[config.mk]
export PLATFORM = sky130hd
export DESIGN_NAME = trs_submit
export DESIGN_NICKNAME = d
export VERILOG_FILES = /design/src/trs_pkg.sv /design/src/trs_slot.sv /design/src/trs_submit.sv
export SDC_FILE = /design/constraint.sdc
export NUM_CORES = 1
export LEC_CHECK = 0
export BUFFER_PORTS_ARGS = -buffer_cell sky130_fd_sc_hd__buf_2
export CORE_MARGIN = 2
export CORE_UTILIZATION = 50
export CTS_BUF_LIST = sky130_fd_sc_hd__clkbuf_4 sky130_fd_sc_hd__clkbuf_8 sky130_fd_sc_hd__clkbuf_16
export DETAILED_ROUTE_END_ITERATION = 16
export GPL_ROUTABILITY_DRIVEN = 1
export PLACE_DENSITY = 0.77
export SYNTH_ARGS = -nofsm -noshare
export SYNTH_HDL_FRONTEND = slang
export SYNTH_SLANG_ARGS = --single-unit
[constraint.sdc]
create_clock -name clk_i -period 6.45 [get_ports clk_i]
set_input_delay 0.645 -clock clk_i [delete_from_list [all_inputs] [get_ports clk_i]]
set_output_delay 0.645 -clock clk_i [all_outputs]
set_load 0.01 [all_outputs]
[src/trs_pkg.sv]
package trs_pkg;

   // ==========================================================
   // widths and sizes
   localparam int ADDR_W = 32;
   localparam int CNT_W = 16;
   localparam int FIFO_DEPTH = 8;
   localparam logic [CNT_W-1:0] ONE_ELEMENT = 16'h0001;
   localparam logic [CNT_W-1:0] L1_LINE_BYTES = 16'h0020;
   localparam logic [CNT_W-1:0] L2_LINE_BYTES = 16'h0080;
   localparam logic [CNT_W-1:0] L2_HALF_BYTES = 16'h0040;
   localparam logic [CNT_W-1:0] HOST_BURST_FULL = 16'h0008;
   localparam logic [CNT_W-1:0] HOST_BURST_HALF = 16'h0004;
   localparam logic [3:0] HOST_FIFO_HALF = 4'h4;
   localparam logic [2:0] HOST_WR_GROUP = 3'h4;

   // ==========================================================
   // queue depths of the transfer controller
   localparam int URGENT_DEPTH = 6;
   localparam int HIGH_DEPTH = 13;
   localparam int LOW_DEPTH = 11;

   // ==========================================================
   // queue select codes
   typedef enum logic [1:0] {
      TRS_Q_URGENT = 2'h0,
      TRS_Q_HIGH = 2'h1,
      TRS_Q_LOW = 2'h2
   } trs_queue_type;

   // addressing relation per side
   typedef enum logic [1:0] {
      TRS_AM_FIXED = 2'h0,
      TRS_AM_INC = 2'h1,
      TRS_AM_DEC = 2'h2,
      TRS_AM_INDEX = 2'h3
   } trs_amode_type;

   // memory region classes of a cpu access
   typedef enum logic [2:0] {
      TRS_RG_INTERNAL = 3'h0,
      TRS_RG_CTRL_REG = 3'h1,
      TRS_RG_L2_SRAM = 3'h2,
      TRS_RG_EXT_NC = 3'h3,
      TRS_RG_EXT_C = 3'h4
   } trs_region_type;

   // one transfer request
   typedef struct packed {
      logic [ADDR_W-1:0] src;
      logic [ADDR_W-1:0] dst;
      logic [CNT_W-1:0] count;
      trs_amode_type src_mode;
      trs_amode_type dst_mode;
      trs_queue_type queue;
   } trs_request_type;

   // cpu access from the first-level cache side
   typedef struct packed {
      logic valid;
      logic write;
      trs_region_type region;
      logic l1_hit;
      logic l2_hit;
      logic victim_dirty;
      logic [ADDR_W-1:0] addr;
      logic [ADDR_W-1:0] victim_addr;
   } trs_cpu_type;

   // quick transfer pseudo-register submission
   typedef struct packed {
      logic valid;
      trs_request_type req;
   } trs_quick_type;

   // event channel parameter set at event time
   typedef struct packed {
      logic valid;
      logic src_2d;
      logic dst_2d;
      logic frame_sync_select;
      logic [CNT_W-1:0] elem_count;
      logic [CNT_W-1:0] array_count;
      trs_request_type req;
   } trs_event_type;

   // host data register access
   typedef struct packed {
      logic valid;
      logic write;
      logic auto_inc;
      logic [ADDR_W-1:0] addr;
      logic [ADDR_W-1:0] buf_addr;
   } trs_host_type;

   // count helper used by the event channel path
   function automatic logic [CNT_W-1:0] trs_mul(
      input logic [CNT_W-1:0] a,
      input logic [CNT_W-1:0] b
   );
      logic [2*CNT_W-1:0] p;
      p = a * b;
      return p[CNT_W-1:0];
   endfunction : trs_mul

endpackage : trs_pkg

[src/trs_slot.sv]
`timescale 1ns/100ps
// holds one request until the transfer controller takes it
module trs_slot
   import trs_pkg::*;
(
   input wire logic clk_i,
   input wire logic sys_rst_i,
   input wire logic load_i,
   input trs_request_type req_i,
   input wire logic accept_i,
   output logic busy_o,
   output trs_request_type req_o
);

   typedef struct packed {
      logic busy;
      trs_request_type req;
   } trs_slot_state_type;

   trs_slot_state_type state;
   trs_slot_state_type next_state;

   // ==========================================================
   // next state
   always_comb begin
      next_state = state;
      if (state.busy && accept_i) begin
         next_state.busy = 1'b0;
      end
      if (load_i && !next_state.busy) begin
         next_state.busy = 1'b1;
         next_state.req = req_i;
      end
   end

   // ==========================================================
   // registers
   always_ff @(posedge clk_i) begin
      if (sys_rst_i) begin
         state <= '0;
      end else begin
         state <= next_state;
      end
   end

   assign busy_o = state.busy;
   assign req_o = state.req;

endmodule : trs_slot

[src/trs_submit.sv]
`timescale 1ns/100ps
// Notes on behaviour
// - requests carry addresses, count, modes
// - control register access makes no request
// - second-level sram access makes no request
// - uncached external access: one single element
// - l2 off read miss: 32-byte line
// - l2 miss: two requests, 128 bytes
// - l2 size zero means first level only
// - only dma-bound accesses make requests
// - first-level read hits and l2 hits make no request
// - dirty victim: one writeback request
// - cache urgent, quick high or low
// - one event, exactly one request
// - 1-d: element or frame
// - other: array or whole block
// - host port uses high queue only
// - host fifos of eight words
// - non-increment access: one word
// - increment read, empty fifo: 8 words
// - increment read, half or less: 4
// - every fourth increment write: 4 words
// - urgent 6, high 13, low 11
module trs_submit
   import trs_pkg::*;
#(
   parameter int HOST_DEPTH = FIFO_DEPTH
)
(
   input wire logic clk_i,
   input wire logic sys_rst_i,
   input trs_cpu_type cpu_i,
   input wire logic l2_size_zero_i,
   input trs_quick_type quick_i,
   input trs_event_type event_i,
   input trs_host_type host_i,
   input wire logic [3:0] host_rd_level_i,
   input wire logic tc_accept_i,
   output logic cpu_ready_o,
   output logic quick_ready_o,
   output logic event_ready_o,
   output logic host_ready_o,
   output logic cfg_bus_req_o,
   output logic sram_req_o,
   output logic tr_valid_o,
   output trs_request_type tr_o,
   output logic [4:0] urgent_level_o,
   output logic [4:0] high_level_o,
   output logic [4:0] low_level_o
);

   typedef enum logic [4:0] {
      ST_IDLE = 5'b00001,
      ST_EVICT = 5'b00010,
      ST_FILL_A = 5'b00100,
      ST_FILL_B = 5'b01000,
      ST_WAIT = 5'b10000
   } trs_cache_state_type;

   typedef struct packed {
      trs_cache_state_type cst;
      trs_cpu_type cpu;
      trs_quick_type quick;
      trs_event_type evt;
      trs_host_type host;
      logic [2:0] wr_since;
      logic cfg_bus_req;
      logic sram_req;
      logic [4:0] urgent_level;
      logic [4:0] high_level;
      logic [4:0] low_level;
   } trs_state_type;

   trs_state_type state;
   trs_state_type next_state;
   trs_request_type pick;
   logic pick_load;
   logic slot_busy;
   trs_request_type slot_req;
   trs_request_type cache_req;
   logic cache_want;
   trs_request_type evt_req;
   trs_request_type host_req;
   logic host_want;

   // build a request from address pair, count, modes and queue
   function automatic trs_request_type make_req(
      input logic [ADDR_W-1:0] s,
      input logic [ADDR_W-1:0] d,
      input logic [CNT_W-1:0] n,
      input trs_amode_type sm,
      input trs_amode_type dm,
      input trs_queue_type q
   );
      trs_request_type r;
      r.src = s;
      r.dst = d;
      r.count = n;
      r.src_mode = sm;
      r.dst_mode = dm;
      r.queue = q;
      return r;
   endfunction : make_req

   // ==========================================================
   // cache requestor request
   always_comb begin
      cache_want = 1'b0;
      cache_req = make_req(state.cpu.addr, state.cpu.addr, ONE_ELEMENT,
         TRS_AM_INC, TRS_AM_INC, TRS_Q_URGENT);
      case (state.cst)
         ST_EVICT: begin
            cache_want = 1'b1;
            cache_req.src = state.cpu.addr;
            cache_req.dst = state.cpu.victim_addr;
            cache_req.count = l2_size_zero_i ? L1_LINE_BYTES :
               L2_LINE_BYTES;
         end
         ST_FILL_A: begin
            cache_want = 1'b1;
            if (state.cpu.region == TRS_RG_EXT_NC ||
                (state.cpu.write && l2_size_zero_i)) begin
               cache_req.count = ONE_ELEMENT;
               cache_req.src_mode = TRS_AM_FIXED;
               cache_req.dst_mode = TRS_AM_FIXED;
            end else if (l2_size_zero_i) begin
               cache_req.count = L1_LINE_BYTES;
            end else begin
               cache_req.count = L2_HALF_BYTES;
            end
         end
         ST_FILL_B: begin
            cache_want = 1'b1;
            cache_req.src = state.cpu.addr + ADDR_W'(L2_HALF_BYTES);
            cache_req.dst = cache_req.src;
            cache_req.count = L2_HALF_BYTES;
         end
         default: begin
            cache_want = 1'b0;
         end
      endcase
   end

   // ==========================================================
   // event channel request size
   always_comb begin
      evt_req = state.evt.req;
      if (!state.evt.src_2d && !state.evt.dst_2d) begin
         evt_req.count = state.evt.frame_sync_select ?
            state.evt.elem_count : ONE_ELEMENT;
      end else begin
         evt_req.count = state.evt.frame_sync_select ?
            trs_mul(state.evt.array_count + ONE_ELEMENT,
               state.evt.elem_count) : state.evt.elem_count;
      end
   end

   // ==========================================================
   // host port request size
   always_comb begin
      host_req = make_req(state.host.addr, state.host.buf_addr,
         ONE_ELEMENT, TRS_AM_INC, TRS_AM_INC, TRS_Q_HIGH);
      host_want = state.host.valid;
      if (state.host.write) begin
         host_req.src = state.host.buf_addr;
         host_req.dst = state.host.addr;
      end
      if (state.host.auto_inc) begin
         if (state.host.write) begin
            host_req.count = HOST_BURST_HALF;
            host_want = state.host.valid &&
               state.wr_since == HOST_WR_GROUP;
         end else if (host_rd_level_i == 4'h0) begin
            host_req.count = 16'(HOST_DEPTH);
         end else if (host_rd_level_i <= HOST_FIFO_HALF) begin
            host_req.count = HOST_BURST_HALF;
         end else begin
            host_want = 1'b0;
         end
      end
   end

   // ==========================================================
   // arbitration into the holding slot, cache first
   always_comb begin
      pick = cache_req;
      pick_load = 1'b0;
      if (!slot_busy) begin
         if (cache_want) begin
            pick_load = 1'b1;
         end else if (state.quick.valid) begin
            pick = state.quick.req;
            if (pick.queue == TRS_Q_URGENT) begin
               pick.queue = TRS_Q_HIGH;
            end
            pick_load = 1'b1;
         end else if (state.evt.valid) begin
            pick = evt_req;
            pick_load = 1'b1;
         end else if (host_want) begin
            pick = host_req;
            pick_load = 1'b1;
         end
      end
   end

   // ==========================================================
   // next state
   always_comb begin
      next_state = state;
      next_state.cfg_bus_req = 1'b0;
      next_state.sram_req = 1'b0;
      // capture cpu access
      if (state.cst == ST_IDLE && cpu_i.valid) begin
         next_state.cpu = cpu_i;
         case (cpu_i.region)
            TRS_RG_CTRL_REG: next_state.cfg_bus_req = 1'b1;
            TRS_RG_L2_SRAM: next_state.sram_req = 1'b1;
            TRS_RG_EXT_NC: next_state.cst = ST_FILL_A;
            TRS_RG_EXT_C: begin
               if (cpu_i.l1_hit && !cpu_i.write) begin
                  next_state.cst = ST_IDLE;
               end else if (!l2_size_zero_i && cpu_i.l2_hit) begin
                  next_state.cst = ST_IDLE;
               end else if (l2_size_zero_i && !cpu_i.write) begin
                  next_state.cst = cpu_i.victim_dirty ? ST_EVICT :
                     ST_FILL_A;
               end else if (l2_size_zero_i) begin
                  next_state.cst = ST_FILL_A;
               end else begin
                  next_state.cst = cpu_i.victim_dirty ? ST_EVICT :
                     ST_FILL_A;
               end
            end
            default: next_state.cst = ST_IDLE;
         endcase
      end else begin
         case (state.cst)
            ST_EVICT: if (pick_load) next_state.cst = ST_FILL_A;
            ST_FILL_A: begin
               if (pick_load) begin
                  next_state.cst = (state.cpu.region == TRS_RG_EXT_C &&
                     !l2_size_zero_i && !state.cpu.write) ?
                     ST_FILL_B : ST_WAIT;
                  if (state.cpu.region == TRS_RG_EXT_C &&
                      !l2_size_zero_i) begin
                     next_state.cst = ST_FILL_B;
                  end
               end
            end
            ST_FILL_B: if (pick_load) next_state.cst = ST_WAIT;
            ST_WAIT: if (!slot_busy) next_state.cst = ST_IDLE;
            default: next_state.cst = ST_IDLE;
         endcase
      end
      if (pick_load && !cache_want && state.quick.valid) begin
         next_state.quick.valid = 1'b0;
      end else if (!state.quick.valid && quick_i.valid) begin
         next_state.quick = quick_i;
      end
      if (pick_load && !cache_want && !state.quick.valid &&
          state.evt.valid) begin
         next_state.evt.valid = 1'b0;
      end else if (!state.evt.valid && event_i.valid) begin
         next_state.evt = event_i;
      end
      // host access retires after its decision
      if (state.host.valid && (pick_load ? (pick == host_req) :
          !host_want)) begin
         next_state.host.valid = 1'b0;
         if (state.host.write && state.host.auto_inc) begin
            next_state.wr_since = (state.wr_since == HOST_WR_GROUP) ?
               3'h0 : state.wr_since;
         end
      end else if (!state.host.valid && host_i.valid) begin
         next_state.host = host_i;
         if (host_i.write && host_i.auto_inc) begin
            next_state.wr_since = state.wr_since + 3'h1;
         end
      end
      if (tc_accept_i && slot_busy) begin
         case (slot_req.queue)
            TRS_Q_URGENT: if (state.urgent_level < 5'(URGENT_DEPTH))
               next_state.urgent_level = state.urgent_level + 5'h1;
            TRS_Q_HIGH: if (state.high_level < 5'(HIGH_DEPTH))
               next_state.high_level = state.high_level + 5'h1;
            default: if (state.low_level < 5'(LOW_DEPTH))
               next_state.low_level = state.low_level + 5'h1;
         endcase
      end
   end

   // ==========================================================
   // registers
   always_ff @(posedge clk_i) begin
      if (sys_rst_i) begin
         state <= trs_state_type'({ST_IDLE,
            {($bits(trs_state_type) - 5){1'b0}}});
      end else begin
         state <= next_state;
      end
   end

   trs_slot u_slot (
      .clk_i(clk_i),
      .sys_rst_i(sys_rst_i),
      .load_i(pick_load),
      .req_i(pick),
      .accept_i(tc_accept_i),
      .busy_o(slot_busy),
      .req_o(slot_req)
   );

   // ==========================================================
   // outputs from flip-flops
   assign tr_valid_o = slot_busy;
   assign tr_o = slot_req;
   assign cpu_ready_o = (state.cst == ST_IDLE);
   assign quick_ready_o = !state.quick.valid;
   assign event_ready_o = !state.evt.valid;
   assign host_ready_o = !state.host.valid;
   assign cfg_bus_req_o = state.cfg_bus_req;
   assign sram_req_o = state.sram_req;
   assign urgent_level_o = state.urgent_level;
   assign high_level_o = state.high_level;
   assign low_level_o = state.low_level;

endmodule : trs_submit

==> results_dict.tcl <==
set metrics [dict create \
    rows 83 \
    clk_latency_ns 0.62 \
    grt.busiest_layer "met2" \
    grt_usage 0.411 \
    synth_top_area_share 0.339 \
    first_pass_iters 6 \
    vias 28500 \
    peakVddDrop_mv 0.200 \
    port_buffers 447 \
    status "finished, violations left" \
    stdcell_count 4614 \
    rsz0062_at_grt "yes" \
    max_cap_violations 0 \
    path_class "register to register" \
    synth_cell_type_count 87 \
    critPathLaunchType "register" \
    gp_congestion 1.10 \
    seq_area_frac_synth 0.339 \
    grt_overflow_total 0 \
    antenna_found_initial 7 \
    grt_pass1_vias 26300 \
    p_leak_nw 13.3 \
    use_met3 0.0724 \
    cts_made_buffers 45 \
    cts_tree "done" \
    clkTransAtPathRegs_ns 0.06 \
    syn_inst 3454 \
    avgRoutedWirePerCell_um 24.9 \
    drc 0 \
    hold_viol_final 0 \
    powerDensity_nw_per_um2 253 \
    cts_max_level 2 \
    violations "setup timing" \
    pre_cts_slack_ns -0.654 \
    path_delay_family "adder cells" \
    setup_viol 6 \
    slowest_stage "fa_1" \
    synth_flop_cell "dfxtp_1" \
    yosysWarnings 0 \
    synth_seq_cells 440 \
    syn_area_sq_um 26000 \
    gr-usage-met2 0.629 \
    path_common_cell "fa_1" \
    drive_above_1_share 0.228 \
    via_per_inst 6.17 \
    syn-mean-instance-area_sq_um 7.53 \
    synth_area_leaders "dfxtp_1 34%, nand2_1 13%, a21oi_1 9.5%, fa_1 6.2%, clkbuf_1 2.8%" \
    io_pins 464 \
    grt_max_degree 174 \
    grtUsageMet1 0.536 \
    drtAntennaViolNets 0 \
    grt_pass1_wl_mm 165 \
    final.period_utilization 1.11 \
    synth_edf_count 0 \
    cts.sinks 440 \
    cts-root-to-sink-buffers 3 \
    period_needed_ns 7.15 \
    crit_arrival_ns 7.59 \
    syn_nets 3946 \
    dieArea_sq_um 53800 \
    syn_to_final_growth_pct 22.4 \
    coreArea_sq_um 51400 \
    nets 4384 \
    die_h_um 232 \
    dp_hpwl_mm 87.0 \
    cp_max_fo 5 \
    dpl.cell_count 4478 \
    yosysTopAreaCell "dfxtp_1" \
    worstSetupEndpointType "register" \
    min_path_type "primary input to register" \
    slew_viol_final 0 \
    cp_data_required_time_ns 6.89 \
    worstMarginPinSlew_ns 1.27 \
    hold_buffers 0 \
    finalWorstSetupSlack_ns -0.697 \
    fmax_mhz 140 \
    synthArstFlopShare 0 \
    cts_root_buffer "clkbuf_16" \
    path_buf_inv 8 \
    synth_common_cells "919 x nand2_1, 492 x a21oi_1, 440 x dfxtp_1" \
    synth_most_common_cell "nand2_1" \
    start_util 0.506 \
    slew_headroom 0.146 \
    fin_skew_ns 0.0331 \
    die_w_um 232 \
    wl_mm 115 \
    drt-initial-drc-count 3487 \
    slowest_delay_ns 0.52 \
]
[repair_timing]
action                     in CTS  in global routing
resized for setup              45                 34
setup endpoints to repair       6                  8
pin swaps                      44                 33
buffers inserted               34                 16
[cell families after synthesis]
family	share of synthesized area
mux	0.0347
xor+xnor	0.0360
buf+inv	0.0643
flops	0.339
fa+ha+maj	0.0886
simple gates	0.232
compound gates	0.206
[power by group]
group | internal [mW] | switching [mW]
sequential | 2.91 | 0.190
clock | 1.59 | 1.20
combinational | 0.761 | 1.41
total | 5.26 | 2.80
[layout make-up]
class,instances,area (sq um)
diodes,5,12.5
clock buffers,63,1340
clock inverters,21,253
fillers,4541,19600
inverters,147,552
multi-input cells,2595,16000
flip-flops and latches,440,8820
well taps,680,851
repair buffers,663,3970
[cells in the final DEF (no fill, tap or decap), types with 62 or more instances in the layout]
cell type	Yosys	routed
mux2i_1	62	62
dfxtp_1	440	435
buf_2	20	446
inv_1	147	130
nand2_1	919	909
fa_1	80	75
buf_4	17	201
nor2_1	153	148
o21ai_0	75	70
a21oi_1	492	487
[tightest hold or removal path: cells and delay by family]
kind / cells / cell delay, ns
buf+inv: 1 / 0.09
compound gates: 1 / 0.05
simple gates: 1 / 0.04
[layer usage]
layer	vias up	routed length, um
li1	12700	-
met1	13700	44800
met2	1756	49700
met3	368	11600
met4	4	8490
met5	-	27
[metrics by stage]
step,setup TNS [ns],hold slack (ns),total power [mW],cell area (sq um),util
final,-3.58,0.256,8.06,31800,0.619
after global routing,-5.24,0.266,8.30,31800,0.619
after CTS,-2.34,0.245,7.96,31600,0.615
after detailed placement,-2.67,0.444,5.18,29600,0.576
after global placement,-1.65,0.441,5.17,29600,0.576
after floorplan,-0.0196,0.431,4.24,26200,-
[worst paths after layout]
check / start / end / slack [ns] / cells past startpoint
max: state[173]$_SDFFE_PP0P_ / state[18]$_SDFFE_PP0P_ / -0.70 / 28
min: quick_i[32] / state[241]$_SDFFE_PP0P_ / 0.26 / 3
max reg2reg: state[173]$_SDFFE_PP0P_ / state[18]$_SDFFE_PP0P_ / -0.70 / 28
min reg2reg: state[366]$_SDFFE_PP0P_ / state[366]$_SDFFE_PP0P_ / 0.45 / 2
[flip-flops by register name, summed over array words and instances (netlist names)]
name / flops
sram_req_o: 1
u_slot.busy_o: 1
state: 266
low_level_o: 5
cfg_bus_req_o: 1
high_level_o: 5
urgent_level_o: 5
evt_req: 70
u_slot.req_o: 86
Power figures use the tool's default switching activity.
